File: config.mk
export PLATFORM = sky130hd
export DESIGN_NAME = lpddr2_ref_ctl
export DESIGN_NICKNAME = d
export VERILOG_FILES = /design/src/rtl/lpddr2_ref_pkg.sv /design/src/rtl/ref_hist_if.sv /design/src/rtl/ref_history.sv /design/src/rtl/ck_divider.sv /design/src/rtl/lpddr2_ref_ctl.sv
export VERILOG_INCLUDE_DIRS = /design/src /design/src/rtl
export SDC_FILE = /design/constraint.sdc
export NUM_CORES = 1
export LEC_CHECK = 0
export BUFFER_PORTS_ARGS = -buffer_cell sky130_fd_sc_hd__buf_2
export CAP_MARGIN = 0
export CORE_MARGIN = 2
export CORE_UTILIZATION = 69
export CTS_CLUSTER_SIZE = 28
export DETAILED_ROUTE_END_ITERATION = 10
export PLACE_DENSITY = 0.91
export SKIP_LAST_GASP = 1
export SLEW_MARGIN = 20
export SYNTH_ARGS = -nofsm -noshare
export SYNTH_HDL_FRONTEND = slang
export SYNTH_SLANG_ARGS = --single-unit
File: constraint.sdc
create_clock -name core_clk_i -period 10 [get_ports core_clk_i]
set_clock_uncertainty 0.1 [all_clocks]
set_input_delay 1.5 -clock core_clk_i [delete_from_list [all_inputs] [get_ports core_clk_i]]
set_output_delay 1.5 -clock core_clk_i [all_outputs]
set_load 0.1 [all_outputs]
File: src/rtl/lpddr2_ref_cfg.svh
// timing constants for the refresh and self-refresh controller
`ifndef LPDDR2_REF_CFG_SVH
`define LPDDR2_REF_CFG_SVH
`define CLK_PERIOD_NS 50
`define TREFW_MS 32
`define REF_PER_WINDOW 4096
`define TREFI_NS 7800
`define TREFI_CYC ((`TREFI_NS) / (`CLK_PERIOD_NS))
`define TRFCAB_NS 130
`define TRFCAB_CYC (((`TRFCAB_NS) + (`CLK_PERIOD_NS) - 1) / (`CLK_PERIOD_NS))
`define BURST_MAX 8
`define TREFBW_CYC (4 * 8 * (`TRFCAB_CYC))
`define TRRD_NS 10
`define TRRD_CYC ((((`TRRD_NS) + (`CLK_PERIOD_NS) - 1) / (`CLK_PERIOD_NS)) > 0 ? \
   (((`TRRD_NS) + (`CLK_PERIOD_NS) - 1) / (`CLK_PERIOD_NS)) : 1)
`define TCKESR_NS 15
`define TCKESR_CYC (((`TCKESR_NS) + (`CLK_PERIOD_NS) - 1) / (`CLK_PERIOD_NS))
`define TXSR_NS 140
`define TXSR_CYC (((`TXSR_NS) + (`CLK_PERIOD_NS) - 1) / (`CLK_PERIOD_NS))
`define STABLE_CK_CYC 2
`define CLK_DIV 4
`define CA_REF_AB 10'h00c
`define CA_SREF 10'h004
`define CA_ACT 10'h000
`define CA_NOP 10'h007
`endif

File: src/rtl/lpddr2_ref_pkg.sv
// types for the refresh and self-refresh controller
package lpddr2_ref_pkg;
   typedef enum logic [6:0] {
      ST_IDLE    = 7'h01,
      ST_REF     = 7'h02,
      ST_ACT     = 7'h04,
      ST_SR_IN   = 7'h08,
      ST_SR      = 7'h10,
      ST_SR_CK   = 7'h20,
      ST_SR_XIT  = 7'h40
   } ctl_state_t;
endpackage

File: src/rtl/ref_hist_if.sv
// link between the controller and its refresh history keeper
interface ref_hist_if;
   logic issue;
   logic [15:0] window_cnt;
   logic burst_ok;
   logic window_ok;
   modport ctl (output issue, input window_cnt, input burst_ok, input window_ok);
   modport hist (input issue, output window_cnt, output burst_ok, output window_ok);
endinterface

File: src/rtl/ref_history.sv
// rolling record of recent refresh issue times
`include "lpddr2_ref_cfg.svh"
module ref_history #(
   parameter int BURST_MAX = `BURST_MAX,
   parameter int TREFBW_CYC = `TREFBW_CYC,
   parameter int REQ = `REF_PER_WINDOW
) (
   // clock and reset
   input wire logic core_clk_i,
   input wire logic rst_i,
   // history port
   ref_hist_if.hist h
);
   localparam int TW = 16;
   logic [TW-1:0] stamp [BURST_MAX];
   logic [BURST_MAX-1:0] live;
   logic [TW-1:0] now;
   logic [$clog2(BURST_MAX)-1:0] wp;
   logic [15:0] win;
   // slot ages out once its age reaches the burst window
   logic [BURST_MAX-1:0] young;
   genvar g;
   generate
      for (g = 0; g < BURST_MAX; g++) begin : g_age
         assign young[g] = live[g] && ((now - stamp[g]) < TW'(TREFBW_CYC));
      end
   endgenerate
   assign h.burst_ok = ~(&young);
   assign h.window_cnt = win;
   assign h.window_ok = (win >= 16'(REQ));
   always_ff @(posedge core_clk_i or posedge rst_i) begin
      if (rst_i) begin
         now <= 16'h0000;
         wp <= '0;
         live <= '0;
         win <= 16'h0000;
      end else begin
         now <= now + 16'h0001;
         if (h.issue) begin
            stamp[wp] <= now;
            live[wp] <= 1'b1;
            wp <= (int'(wp) == BURST_MAX - 1) ? '0 : wp + 1'b1;
            if (win != 16'hffff) win <= win + 16'h0001;
         end
      end
   end
endmodule

File: src/rtl/ck_divider.sv
// link clock divider, gated for self-refresh clock stop
`include "lpddr2_ref_cfg.svh"
module ck_divider #(
   parameter int DIV = `CLK_DIV
) (
   // clock and reset
   input wire logic core_clk_i,
   input wire logic rst_i,
   // control
   input wire logic run_i,
   // link clock
   output logic ck_o,
   output logic rise_o
);
   logic [7:0] cnt;
   assign rise_o = run_i && (cnt == 8'(DIV / 2 - 1)) && !ck_o;
   always_ff @(posedge core_clk_i or posedge rst_i) begin
      if (rst_i) begin
         cnt <= 8'h00;
         ck_o <= 1'b0;
      end else if (!run_i) begin
         cnt <= 8'h00;
         ck_o <= 1'b0;
      end else if (cnt == 8'(DIV / 2 - 1)) begin
         cnt <= 8'h00;
         ck_o <= ~ck_o;
      end else begin
         cnt <= cnt + 8'h01;
      end
   end
endmodule

File: src/rtl/lpddr2_ref_ctl.sv
// host-side refresh scheduler and self-refresh sequencer
`include "lpddr2_ref_cfg.svh"
module lpddr2_ref_ctl
   import lpddr2_ref_pkg::*;
#(
   parameter int TREFI_CYC = `TREFI_CYC,
   parameter int TRFCAB_CYC = `TRFCAB_CYC,
   parameter int TREFBW_CYC = `TREFBW_CYC,
   parameter int TRRD_CYC = `TRRD_CYC,
   parameter int TCKESR_CYC = `TCKESR_CYC,
   parameter int TXSR_CYC = `TXSR_CYC,
   parameter int CLK_DIV = `CLK_DIV,
   parameter int BURST_MAX = `BURST_MAX,
   parameter int REQ = `REF_PER_WINDOW
) (
   // clock and reset
   input wire logic core_clk_i,
   input wire logic rst_i,
   // user requests
   input wire logic banks_idle_i,
   input wire logic act_req_i,
   input wire logic [2:0] act_bank_i,
   input wire logic burst_mode_i,
   input wire logic sr_enter_i,
   input wire logic sr_exit_i,
   output logic act_grant_o,
   output logic ref_busy_o,
   output logic in_sr_o,
   output logic ready_o,
   output logic [15:0] ref_count_o,
   // sdram pins
   output logic ck_o,
   output logic cke_o,
   output logic cs_n_o,
   output logic [9:0] ca_o
);
   ctl_state_t state, next_state;
   ref_hist_if hif ();
   logic ck_run, ck_rise;
   logic [15:0] tmr, next_tmr;
   logic [15:0] refi_cnt;
   logic [15:0] rrd_cnt;
   logic [15:0] owed;
   logic [2:0] last_bank;
   logic have_last;
   logic ref_since_sr;
   logic [15:0] sr_cnt;
   logic cmd_ref, cmd_sr, cmd_act;

   ref_history #(
      .BURST_MAX(BURST_MAX),
      .TREFBW_CYC(TREFBW_CYC),
      .REQ(REQ)
   ) u_hist (
      .core_clk_i(core_clk_i),
      .rst_i(rst_i),
      .h(hif.hist)
   );

   ck_divider #(
      .DIV(CLK_DIV)
   ) u_ck (
      .core_clk_i(core_clk_i),
      .rst_i(rst_i),
      .run_i(ck_run),
      .ck_o(ck_o),
      .rise_o(ck_rise)
   );

   ////////////////////////////////////////////////////////////////////////////
   // decisions, all taken on link clock rising edges
   wire tmr_done = (tmr == 16'h0000);
   wire ref_due = (owed != 16'h0000) || (burst_mode_i && !hif.window_ok);
   wire rrd_ok = !have_last || (act_bank_i == last_bank) || (rrd_cnt == 16'h0000);
   wire can_ref = banks_idle_i && hif.burst_ok && tmr_done;
   wire can_act = tmr_done && rrd_ok && !ref_due;
   wire can_sr = banks_idle_i && ref_since_sr && tmr_done;

   assign cmd_ref = ck_rise && (state == ST_IDLE) && ref_due && can_ref;
   assign cmd_act = ck_rise && (state == ST_IDLE) && !cmd_ref && act_req_i && can_act;
   assign cmd_sr = ck_rise && (state == ST_IDLE) && !cmd_ref && !cmd_act && sr_enter_i && can_sr;
   assign hif.issue = cmd_ref;
   assign act_grant_o = cmd_act;
   assign ref_busy_o = (state == ST_REF);
   assign in_sr_o = (state == ST_SR) || (state == ST_SR_IN) || (state == ST_SR_CK);
   assign ready_o = (state == ST_IDLE) && tmr_done;
   assign ref_count_o = hif.window_cnt;
   // clock stopped only while resting in self-refresh
   assign ck_run = (state != ST_SR);

   ////////////////////////////////////////////////////////////////////////////
   // state sequencing
   always_comb begin
      next_state = state;
      next_tmr = tmr;
      if (ck_rise && !tmr_done) next_tmr = tmr - 16'h0001;
      case (state)
         ST_IDLE: begin
            if (cmd_ref) begin
               next_state = ST_REF;
               next_tmr = 16'(TRFCAB_CYC);
            end else if (cmd_act) begin
               next_state = ST_ACT;
            end else if (cmd_sr) begin
               next_state = ST_SR_IN;
               next_tmr = 16'(TCKESR_CYC);
            end
         end
         ST_REF: begin
            next_state = ST_IDLE;
         end
         ST_ACT: begin
            next_state = ST_IDLE;
         end
         ST_SR_IN: begin
            // nop cycle after entry before the clock may stop
            if (ck_rise) next_state = ST_SR;
         end
         ST_SR: begin
            // core clock keeps counting tCKESR while the link clock is stopped
            if (!tmr_done) next_tmr = tmr - 16'h0001;
            if (tmr_done && sr_exit_i) begin
               next_state = ST_SR_CK;
               next_tmr = 16'(`STABLE_CK_CYC);
            end
         end
         ST_SR_CK: begin
            if (ck_rise && tmr == 16'h0001) begin
               next_state = ST_SR_XIT;
               next_tmr = 16'(TXSR_CYC);
            end
         end
         ST_SR_XIT: begin
            if (tmr_done) next_state = ST_IDLE;
         end
         default: begin
            next_state = ST_IDLE;
         end
      endcase
   end

   always_ff @(posedge core_clk_i or posedge rst_i) begin
      if (rst_i) begin
         state <= ST_IDLE;
         tmr <= 16'h0000;
      end else begin
         state <= next_state;
         tmr <= next_tmr;
      end
   end

   ////////////////////////////////////////////////////////////////////////////
   // refresh debt: one owed per tREFI, cleared during self-refresh, or set to BURST_MAX in burst mode
   always_ff @(posedge core_clk_i or posedge rst_i) begin
      if (rst_i) begin
         refi_cnt <= 16'h0000;
         owed <= 16'h0001;
         sr_cnt <= 16'h0000;
      end else begin
         if (in_sr_o) begin
            // device refreshes itself; debt cleared, or held at BURST_MAX in burst mode
            if (refi_cnt == 16'(TREFI_CYC - 1)) refi_cnt <= 16'h0000;
            else refi_cnt <= refi_cnt + 16'h0001;
            sr_cnt <= sr_cnt + 16'h0001;
            if (burst_mode_i) owed <= 16'(BURST_MAX);
            else owed <= 16'h0000;
         end else if (refi_cnt == 16'(TREFI_CYC - 1)) begin
            refi_cnt <= 16'h0000;
            owed <= cmd_ref ? owed : owed + 16'h0001;
         end else begin
            refi_cnt <= refi_cnt + 16'h0001;
            if (cmd_ref && owed != 16'h0000) owed <= owed - 16'h0001;
         end
      end
   end

   always_ff @(posedge core_clk_i or posedge rst_i) begin
      if (rst_i) begin
         rrd_cnt <= 16'h0000;
         last_bank <= 3'h0;
         have_last <= 1'b0;
         ref_since_sr <= 1'b1;
      end else begin
         if (cmd_act) begin
            rrd_cnt <= 16'(TRRD_CYC);
            last_bank <= act_bank_i;
            have_last <= 1'b1;
         end else if (ck_rise && rrd_cnt != 16'h0000) begin
            rrd_cnt <= rrd_cnt - 16'h0001;
         end
         if (cmd_sr) ref_since_sr <= 1'b0;
         else if (cmd_ref) ref_since_sr <= 1'b1;
      end
   end

   ////////////////////////////////////////////////////////////////////////////
   // pin drive; the device ignores all but cke while in self-refresh
   always_ff @(posedge core_clk_i or posedge rst_i) begin
      if (rst_i) begin
         cke_o <= 1'b1;
         cs_n_o <= 1'b1;
         ca_o <= `CA_NOP;
      end else begin
         if (cmd_ref) begin
            cs_n_o <= 1'b0;
            ca_o <= `CA_REF_AB;
         end else if (cmd_act) begin
            cs_n_o <= 1'b0;
            ca_o <= {act_bank_i, 7'h00};
         end else if (cmd_sr) begin
            cs_n_o <= 1'b0;
            cke_o <= 1'b0;
            ca_o <= `CA_SREF;
         end else if (ck_rise) begin
            cs_n_o <= 1'b1;
            ca_o <= `CA_NOP;
         end
         if (state == ST_SR_CK && next_state == ST_SR_XIT) cke_o <= 1'b1;
      end
   end
endmodule

[Yosys cells after proc, flatten, opt, wreduce, memory -nomap -nowiden]
Memory sizes are Yosys's and may differ from the RTL's.
Cells that the tools add are included.
Word-level totals
  input port bits: 10
  bits in registers: 140
  bits in writable memories: 128
  output and inout bits: 33
  memories: 1
Cells by class
  $lt $le $gt $ge: 11
  bitwise gates (word level): 3
  equality and inequality tests: 18
  muxes and demuxes: 47
  reductions and logical operators: 61
  add/subtract/negate cells: 17
Memories
  u_hist.stamp: depth 8, width 16, read ports 8, clocked after memory_dff 0, wr ports 1, line ref_history.sv:15  | logic [TW-1:0] stamp [BURST_MAX];
Operators by type and width (count)
  $mux W16: 14
  $lt A16 B7 Y1 const B: 8
  $sub A16 B16 Y16: 8
  $add A16 B1 Y16 const B: 4
  $mux W7: 7
  $pmux W16 S3: 1
  $sub A16 B1 Y16 const B: 3
  $mux W10: 4
  $logic_and A1 B1 Y1: 35
  $pmux W7 S5: 1
  $logic_not A16 Y1: 2
  $reduce_bool A16 Y1: 2
  $eq A16 B1 Y1 const B: 1
  $eq A16 B8 Y1 const B: 1
  $ge A16 B13 Y1 const B: 1
  $mux W8: 2
  $ne A16 B16 Y1 const B: 1
  $mux W1: 15
  $eq A7 B7 Y1 const B: 2
  $add A8 B1 Y8 const B: 1
  $eq A8 B1 Y1 const B: 1
  $logic_not A1 Y1: 8
  $or A8 B8 Y8: 1
  $reduce_and A8 Y1: 1
  24 further kinds: 33

[Depth between registers and ports, before layout]
Gate-level depths: netlist of the first run.
An unclocked memory read counts as a cell.
  word-level depth: 25
  depth in mapped cells: 18
  depth with buffers taken out: 18

[Hierarchy]
From an unflattened synthesis of the first run, not the netlist that was laid out.
Second synthesis, totals
  cells, all modules: 1633
  area, all modules: 16320.7 µm²
Modules (own cells, without submodules)
  ref_history: instances 1, cells each 1058, area each 10966.8 µm²
  lpddr2_ref_ctl: instances 1, cells each 530, area each 4917.2 µm²
  ck_divider: instances 1, cells each 45, area each 436.7 µm²

[Worst setup path after synthesis of the first run]
OpenSTA, ideal clock, no wires.
  path kind: input-to-reg
  start point: in rst_i
  end point: mem u_hist.stamp[4][0] (enable)
  data required time: 9.470 ns
  arrival: 6.443 ns
  slack: 3.026 ns
  buffers on the path: 0
  cell stages on the path: 3
  cell sequence: inv_1 -> nand2_1 -> nor4_1
On the way
  word-level cells in the longest chain between the ends: 3
RTL lines
  start, declared: line lpddr2_ref_ctl.sv:18  | input wire logic rst_i,
  $logic_not A1 Y1 (no line)
  $logic_and A1 B1 Y1 (implied by the code): line ref_history.sv:40  | stamp[wp] <= now;
  $mux W1 (implied by the code): line ref_history.sv:40
  end, declared: line ref_history.sv:15
Every way passes these cells.

[Final worst setup path of the first run]
  start point: reg u_hist.now[8]
  end point: reg owed[3]
On the way
  word-level cells in the longest chain between the ends: 11
RTL lines
  start, declared: line ref_history.sv:17  | logic [TW-1:0] now;
  start signal, assigned: line ref_history.sv:38  | now <= now + 16'h0001;
  $sub A16 B16 Y16: line ref_history.sv:25  | assign young[g] = live[g] && ((now - stamp[g]) < TW'(TREFBW_CYC));
  $lt A16 B7 Y1: line ref_history.sv:25
  $logic_and A1 B1 Y1: line ref_history.sv:25
  $reduce_and A8 Y1 (*): line ref_history.sv:28  | assign h.burst_ok = ~(&young);
  $not A1 Y1 (*): line ref_history.sv:28
  $logic_and A1 B1 Y1 (*) (2 in series): line lpddr2_ref_ctl.sv:75  | wire can_ref = banks_idle_i && hif.burst_ok && tmr_done;
  $logic_and A1 B1 Y1 (*): line lpddr2_ref_ctl.sv:79  | assign cmd_ref = ck_rise && (state == ST_IDLE) && ref_due && can_ref;
  $logic_and A1 B1 Y1: line lpddr2_ref_ctl.sv:172  | if (cmd_ref && owed != 16'h0000) owed <= owed - 16'h0001;
  $reduce_bool A3 Y1 (no line)
  $reduce_and A2 Y1 (no line) (*)
  end signal, assigned: line lpddr2_ref_ctl.sv:165  | if (burst_mode_i) owed <= 16'(BURST_MAX);
  end signal, assigned: line lpddr2_ref_ctl.sv:169  | owed <= cmd_ref ? owed : owed + 16'h0001;
  end signal, assigned: line lpddr2_ref_ctl.sv:172
  end, declared: line lpddr2_ref_ctl.sv:43  | logic [15:0] owed;
Mark *: on every way between the ends. The rest lies on a longest branch, timed or not.
A chain may end at the register's enable or synchronous reset.

==> results of run 1 <==
[layout by cell type (no fill, tap or decap), types with 27 or more instances in the layout]
cell type,instances
a21o_1,34
a21oi_1,95
and3_1,28
buf_2,39
clkbuf_16,27
dfrtp_1,129
edfxtp_1,128
ha_1,137
inv_1,162
nand2_1,108
nand3_1,56
nand4_1,29
nor2_1,152
nor3_1,66
o21ai_0,68
or3_1,31
xnor2_1,63
xor2_1,50
[report_power, final]
part | internal, µW | switching (µW) | leakage (µW)
Clock | 542 | 421 | 0.000409
Sequential | 1130 | 0 | 0.00310
Combinational | 2.17 | 18.3 | 0.00480
[flip-flops by register name (all words and copies together), names as in the netlist]
signal and count:
u_ck.cnt 8, ref_since_sr 1, ca_o 6, cke_o 1, u_hist.wp 3, tmr 16
state 7, u_hist.live 8, u_hist.h.window_cnt 16, refi_cnt 16, u_ck.ck_o 1, have_last 1
u_hist.now 16, last_bank 3, u_hist.stamp 128, owed 16, rrd_cnt 16
[Yosys cell counts (all sizes together), types with 19 or more instances]
master	instances
nand2	108
and3	28
inv	164
nand4	29
o21a	19
nor4	28
mux2i	26
nor2	152
nand3	56
ha	137
nor3	70
nand2b	21
xor2	50
edfxtp	128
a21o	34
a21oi	95
o21ai	72
xnor2	63
dfrtp	129
or3	31
a31oi	25
[per-stage QoR]
stage / power, µW / util
floorplan: 1160 / -
global placement: 1170 / 0.733
detailed placement: 1170 / 0.733
CTS: 2110 / 0.767
global route: 2150 / 0.767
finish: 2110 / 0.767
[path summary, 6_finish.rpt]
kind	to	cells after the start	slack (ps)	from
min in group asynchronous	u_hist.h.window_cnt[6]	2	1010	rst_i
hold / removal	refi_cnt[15]	1	380	refi_cnt[15]
hold reg to reg	refi_cnt[15]	1	380	refi_cnt[15]
setup / recovery	owed[3]	14	3980	u_hist.now[8]
setup reg to reg	owed[3]	14	3980	u_hist.now[8]
max in group asynchronous	u_hist.wp[2]	3	7350	rst_i
[metal layers]
| layer | GRT usage | up-vias |
|---|---|---|
| met5 | 0 | - |
| met4 | 0.189 | 2 |
| met3 | 0.0455 | 197 |
| met2 | 0.670 | 784 |
| met1 | 0.478 | 7207 |
| li1 | - | 6769 |
[layout make-up]
| cell class | instances | share of cell area |
|---|---|---|
| Clock inverter | 8 | 0.00254 |
| Clock buffer | 41 | 0.0421 |
| Tap cell | 324 | 0.0217 |
| Timing Repair Buffer | 60 | 0.0189 |
| Sequential cell | 263 | 0.386 |
| Multi-Input combinational cell | 1336 | 0.495 |
| Inverter | 164 | 0.0333 |
[cells by family after synthesis]
| family | share of synthesized area |
|---|---|
| AO/OA/AOI/OAI | 0.161 |
| XOR/XNOR | 0.0574 |
| adder cells (fa/ha/maj) | 0.101 |
| buffers and inverters | 0.0449 |
| flip-flops | 0.420 |
| multiplexers | 0.0211 |
| other | 0.000218 |
| AND/OR/NAND/NOR | 0.195 |
==> reports/qor.txt, run 1 <==
crit path max fanout: 19
delay-heaviest family, CP: simple AND/OR/NAND/NOR gates
Detailed Routing Iterations Pass 1: 6
Yosys cell types: 87
total grt overflow: 0
unrepaired setup endpoints after global routing: false
Total Routed Length: 50400 µm
Initial DRC Count: 1599
dominant cell type by area after synthesis: edfxtp_1
Clk pin slew, worst setup/hold paths: 70 ps
via total after detailed routing: 15.0k
Pleak: 0.00831 µW
Tot GR Track Use: 0.385
Fillers: 1575
CTS Hold Bufs: 0
Area growth syn-to-layout: 8.61%
synth top area cells: edfxtp_1 (22%), dfrtp_1 (19%), ha_1 (9.9%)
Yosys reg bits: 263
CTS tree: built
Residual DRC: 0
Max VDD drop: 0.000161 V
worst-skew pair later-pin latency: 540 ps
area of the die: 26200 µm²
WP data required: 10270 ps
delay of the slowest critical-path stage: 810 ps
Initial Util: 0.706
Final Hold Viols: 0
placed cell count: 2147
Hold Crit Class: register to register
FF/Latch Area: 7230 µm²
initial antenna violation count: 1
DIE HEIGHT: 162 µm
CTS max path bufs: 3
Non-Filler Instances: 2196
Worst EP arrival: 6300 ps
# nets final: 2000
sequential element share of the synthesized area: 0.420
Main synth FF type: dfrtp_1
synth warn: 0
final max-slew violation count: 0
footprint of the multi-input gates: 9270 µm²
M1 WL: 19200 µm
CP max-delay cell: dfrtp_1
asr flop ratio synth: 0.513
Post-synth EDFFs: 128
H-tree depth: 1
vias per cell: 6.81
MaxCap Viol Count: 0
placed cell area: 17900 µm²
Yosys top cell area share: 0.223
GP Congestion: 1.02
total core area: 24400 µm²
ANT nets after route: 0
final setup fails: 0
vias in the first global route: 14.8k
largest net degree at the start of global routing: 78
setup ws final: 3980 ps
status: completed
Least-Margin Pin Slew: 993 ps
Post-Synthesis Cells: 1791
final instance area: 18700 µm²
hold_ws: 380 ps
f_max: 166 MHz
Final Cycle Share: 0.602
input/output buffers: 39
metal3 WL: 3440 µm
Critical Path Source Type: register
Avg Inst Size Synth: 9.62 µm²
metal2 WL: 24900 µm
final worst path period need: 6020 ps
DP HPWL: 36500 µm
post-CTS setup buffer count: 0
Cell Rows: 57
clk sink count: 263
cell mode on critical path: or4_1
Slew headroom: 0.338
cell area after synthesis: 17200 µm²
share of cells above drive strength 1: 0.0780
Setup WS pre-CTS: 4120 ps
Routed WL per cell: 23.0 µm
first-pass GRT wire length: 79500 µm
post_cts resized: 0
PwrDens: 113 nW/µm²
Die W: 162 µm
CP bufs+invs: 1
critical path class: register to register
Antenna Cells: 0
CTS root buf: clkbuf_16
worst path cell trace: ha_1, nor3b_1, or4_1, a2111o_1, or4_1, a2111oi_2, nand4_1, or4_1, nor4_2, a41o_2, inv_4, mux2i_4, mux2i_1, o21ai_0
Setup TNS: 0 ps
CTS buffer count: 27
max layer used: met5
io pins: 43
CP Capture Type: register
No activity file was read; power rests on OpenSTA's default activity.
==> run 2, diff against run 1 <==
--- a/config.mk
+++ b/config.mk
@@ -9,10 +9,10 @@
 export BUFFER_PORTS_ARGS = -buffer_cell sky130_fd_sc_hd__buf_2
 export CAP_MARGIN = 0
 export CORE_MARGIN = 2
-export CORE_UTILIZATION = 69
+export CORE_UTILIZATION = 64
 export CTS_CLUSTER_SIZE = 28
 export DETAILED_ROUTE_END_ITERATION = 10
-export PLACE_DENSITY = 0.91
+export PLACE_DENSITY = 0.85
 export SKIP_LAST_GASP = 1
 export SLEW_MARGIN = 20
 export SYNTH_ARGS = -nofsm -noshare
==> constraint.sdc (replaced) <==
create_clock -name core_clk_i -period 5.6 [get_ports core_clk_i]
set_clock_uncertainty 0.1 [all_clocks]
set_input_delay 0.84 -clock core_clk_i [delete_from_list [all_inputs] [get_ports core_clk_i]]
set_output_delay 0.84 -clock core_clk_i [all_outputs]
set_load 0.1 [all_outputs]
==> run 2 against run 1 <==
  * Worst hold slack worse by 230 ps
  * Die area up 7.6%
  * Routed wire length fell by 6.0%
  * Non-clock buffer count increased by 30
  * Critical endpoint is now u_hist.h.window_cnt[1]
  * Largest power group unchanged
==> reports/qor.txt, run 2 (same netlist as run 1, synthesis figures left out) <==
status: completed
Fillers: 1920 (+22%)
final setup fails: 0 (unchanged)
share of cells above drive strength 1: 0.0961 (+0.0181)
CP max-delay cell: or4b_2
CTS buffer count: 28 (+3.7%)
Worst EP arrival: 5740 ps (-560 ps)
H-tree depth: 1 (unchanged)
Final Cycle Share: 0.967 (+0.364)
DIE HEIGHT: 168 µm (+3.7%)
Hold Crit Class: primary input to async pin
final worst path period need: 5410 ps (-611 ps)
DP HPWL: 36200 µm (-0.76%)
Max VDD drop: 0.000201 V (+25%)
clk sink count: 263 (unchanged)
Sw Ratio: 0.204 (-0.00364)
CTS root buf: clkbuf_16
Setup TNS: 0 ps (unchanged)
Detailed Routing Iterations Pass 1: 5 (-1)
max reg flops: 128 (unchanged)
delay-heaviest family, CP: simple AND/OR/NAND/NOR gates
area of the die: 28200 µm² (+7.6%)
GP Congestion: 1.04 (+1.9%)
input/output buffers: 39 (unchanged)
total grt overflow: 0 (unchanged)
most frequent cells in the layout: inv_1 (162), nor2_1 (152), ha_1 (137), dfrtp_1 (128), edfxtp_1 (128)
worst path cell trace: buf_4, ha_1, o21ai_0, nand3b_1, o21ai_0, or4_1, a2111oi_0, or4b_1, or4b_2, nor4_1, a31oi_1, o31ai_1, buf_4, mux2_1
sequential group share of total power: 0.513 (-0.021)
Tot GR Track Use: 0.337 (-0.0480)
PwrDens: 206 nW/µm² (+82%)
largest net degree at the start of global routing: 73 (-6.4%)
Routed WL per cell: 21.1 µm (-8.1%)
crit path max fanout: 9 (-10)
vias in the first global route: 14.5k (-1.9%)
CTS max path bufs: 3 (unchanged)
Biggest register: u_hist.stamp
worst-skew pair later-pin latency: 550 ps (about the same)
final max-slew violation count: 0 (unchanged)
critical path class: register to register
Net Sw Power: 802 µW (+83%)
Residual DRC: 0 (unchanged)
Top Usage Layer GRT: met2
CTS Hold Bufs: 0 (unchanged)
initial antenna violation count: 1 (unchanged)
Initial DRC Count: 1454 (-9.1%)
Die W: 168 µm (+3.7%)
f_max: 185 MHz (+11%)
Least-Margin Pin Slew: 885 ps (-109 ps)
Area growth syn-to-layout: 10.7%
# nets final: 2031 (+1.6%)
placed cell area: 18100 µm² (+1.4%)
Initial Util: 0.645 (-0.0617)
MaxCap Viol Count: 0 (unchanged)
Clk pin slew, worst setup/hold paths: 60 ps (about the same)
CP Capture Type: register
delay of the slowest critical-path stage: 680 ps (-130 ps)
via total after detailed routing: 14.6k (-2.7%)
Comb pwr share: 0.009 (about the same)
CP bufs+invs: 2 (+1)
Pint: 3120 µW (+87%)
FF/Latch Area: 7230 µm² (about the same)
Critical Path Source Type: register
Final Hold Viols: 0 (unchanged)
CTS tree: built
WP data required: 5920 ps (-4350 ps)
io pins: 43 (unchanged)
first-pass GRT wire length: 75400 µm (-5.1%)
clock power share: 0.478 (+0.022)
vias per cell: 6.48 (-4.9%)
total core area: 26700 µm² (+9.6%)
Cell Rows: 60 (+5.3%)
met3 Use GR: 0.0444 (-0.00103)
footprint of the multi-input gates: 9280 µm² (+0.11%)
Slew headroom: 0.410 (+0.0724)
GR Util met2: 0.579 (-0.0910)
ANT nets after route: 0 (unchanged)
Pleak: 0.00850 µW (+2.4%)
Total Routed Length: 47400 µm (-6.0%)
commonest non-fill, non-tap cell in the layout: inv_1
Antenna Cells: 0 (unchanged)
unrepaired setup endpoints after global routing: false
met1 usage in global routing: 0.422 (-0.0556)
final instance area: 19100 µm² (+1.9%)
## run 2: worst reg2reg max path, delay by kind of cell, from the launching register on
family,cells,cell delay [ps]
flops,1,560
mux,1,330
fa+ha+maj,1,370
simple gates,5,2160
buf+inv,2,500
compound gates,5,1290
## run 2: power by group through the flow
stage / logic (µW) / registers [µW] / clock network (µW)
2_1_floorplan: 26.4 / 2050 / 0
3_3_place_gp: 37.1 / 2050 / 0
3_5_place_dp: 37.4 / 2050 / 0
4_1_cts: 37.4 / 2010 / 1890
5_1_grt: 40.9 / 2010 / 1970
6_report: 35.9 / 2010 / 1870
## run 2: area by class of cell
type,count,area share
Clock inverter,14,0.00650
Multi-Input combinational cell,1336,0.486
Clock buffer,38,0.0425
Timing Repair Buffer,90,0.0303
Sequential cell,263,0.379
Tap cell,341,0.0224
Inverter,164,0.0326
## run 2: what timing repair did
item	4_1_cts	5_1_grt
buffers inserted	0	0
setup endpoints to repair	0	22
resized for setup	0	2
## run 2: per-stage QoR
| step | hold slack (ps) | power (µW) | setup WS [ps] | std cells | util |
|---|---|---|---|---|---|
| floorplan | 327 | 2080 | 188 | 1793 | - |
| global route | 155 | 4020 | 2.21 | 2246 | 0.713 |
| CTS | 146 | 3940 | 185 | 2246 | 0.713 |
| finish | 153 | 3920 | 187 | 2246 | 0.713 |
| global placement | 350 | 2090 | 421 | 2194 | 0.678 |
| detailed placement | 360 | 2090 | 208 | 2194 | 0.678 |
## run 2: worst paths after layout
path                                 from                      to  slack (ps)  cells past startpoint
max in group asynchronous           rst_i           u_hist.now[3]        3370                      4
setup / recovery           u_hist.now[11]  u_hist.h.window_cnt[1]         190                     14
hold reg to reg            u_hist.live[4]          u_hist.live[4]         380                      1
hold / removal                      rst_i          u_hist.live[6]         150                      2
min in group core_clk_i    u_hist.live[4]          u_hist.live[4]         380                      1
setup reg to reg           u_hist.now[11]  u_hist.h.window_cnt[1]         190                     14
## run 2: layer usage
metal,wire length (µm),share of wire
met5,0,0
met4,2660,0.056
met3,3130,0.066
met2,22600,0.48
met1,19000,0.40
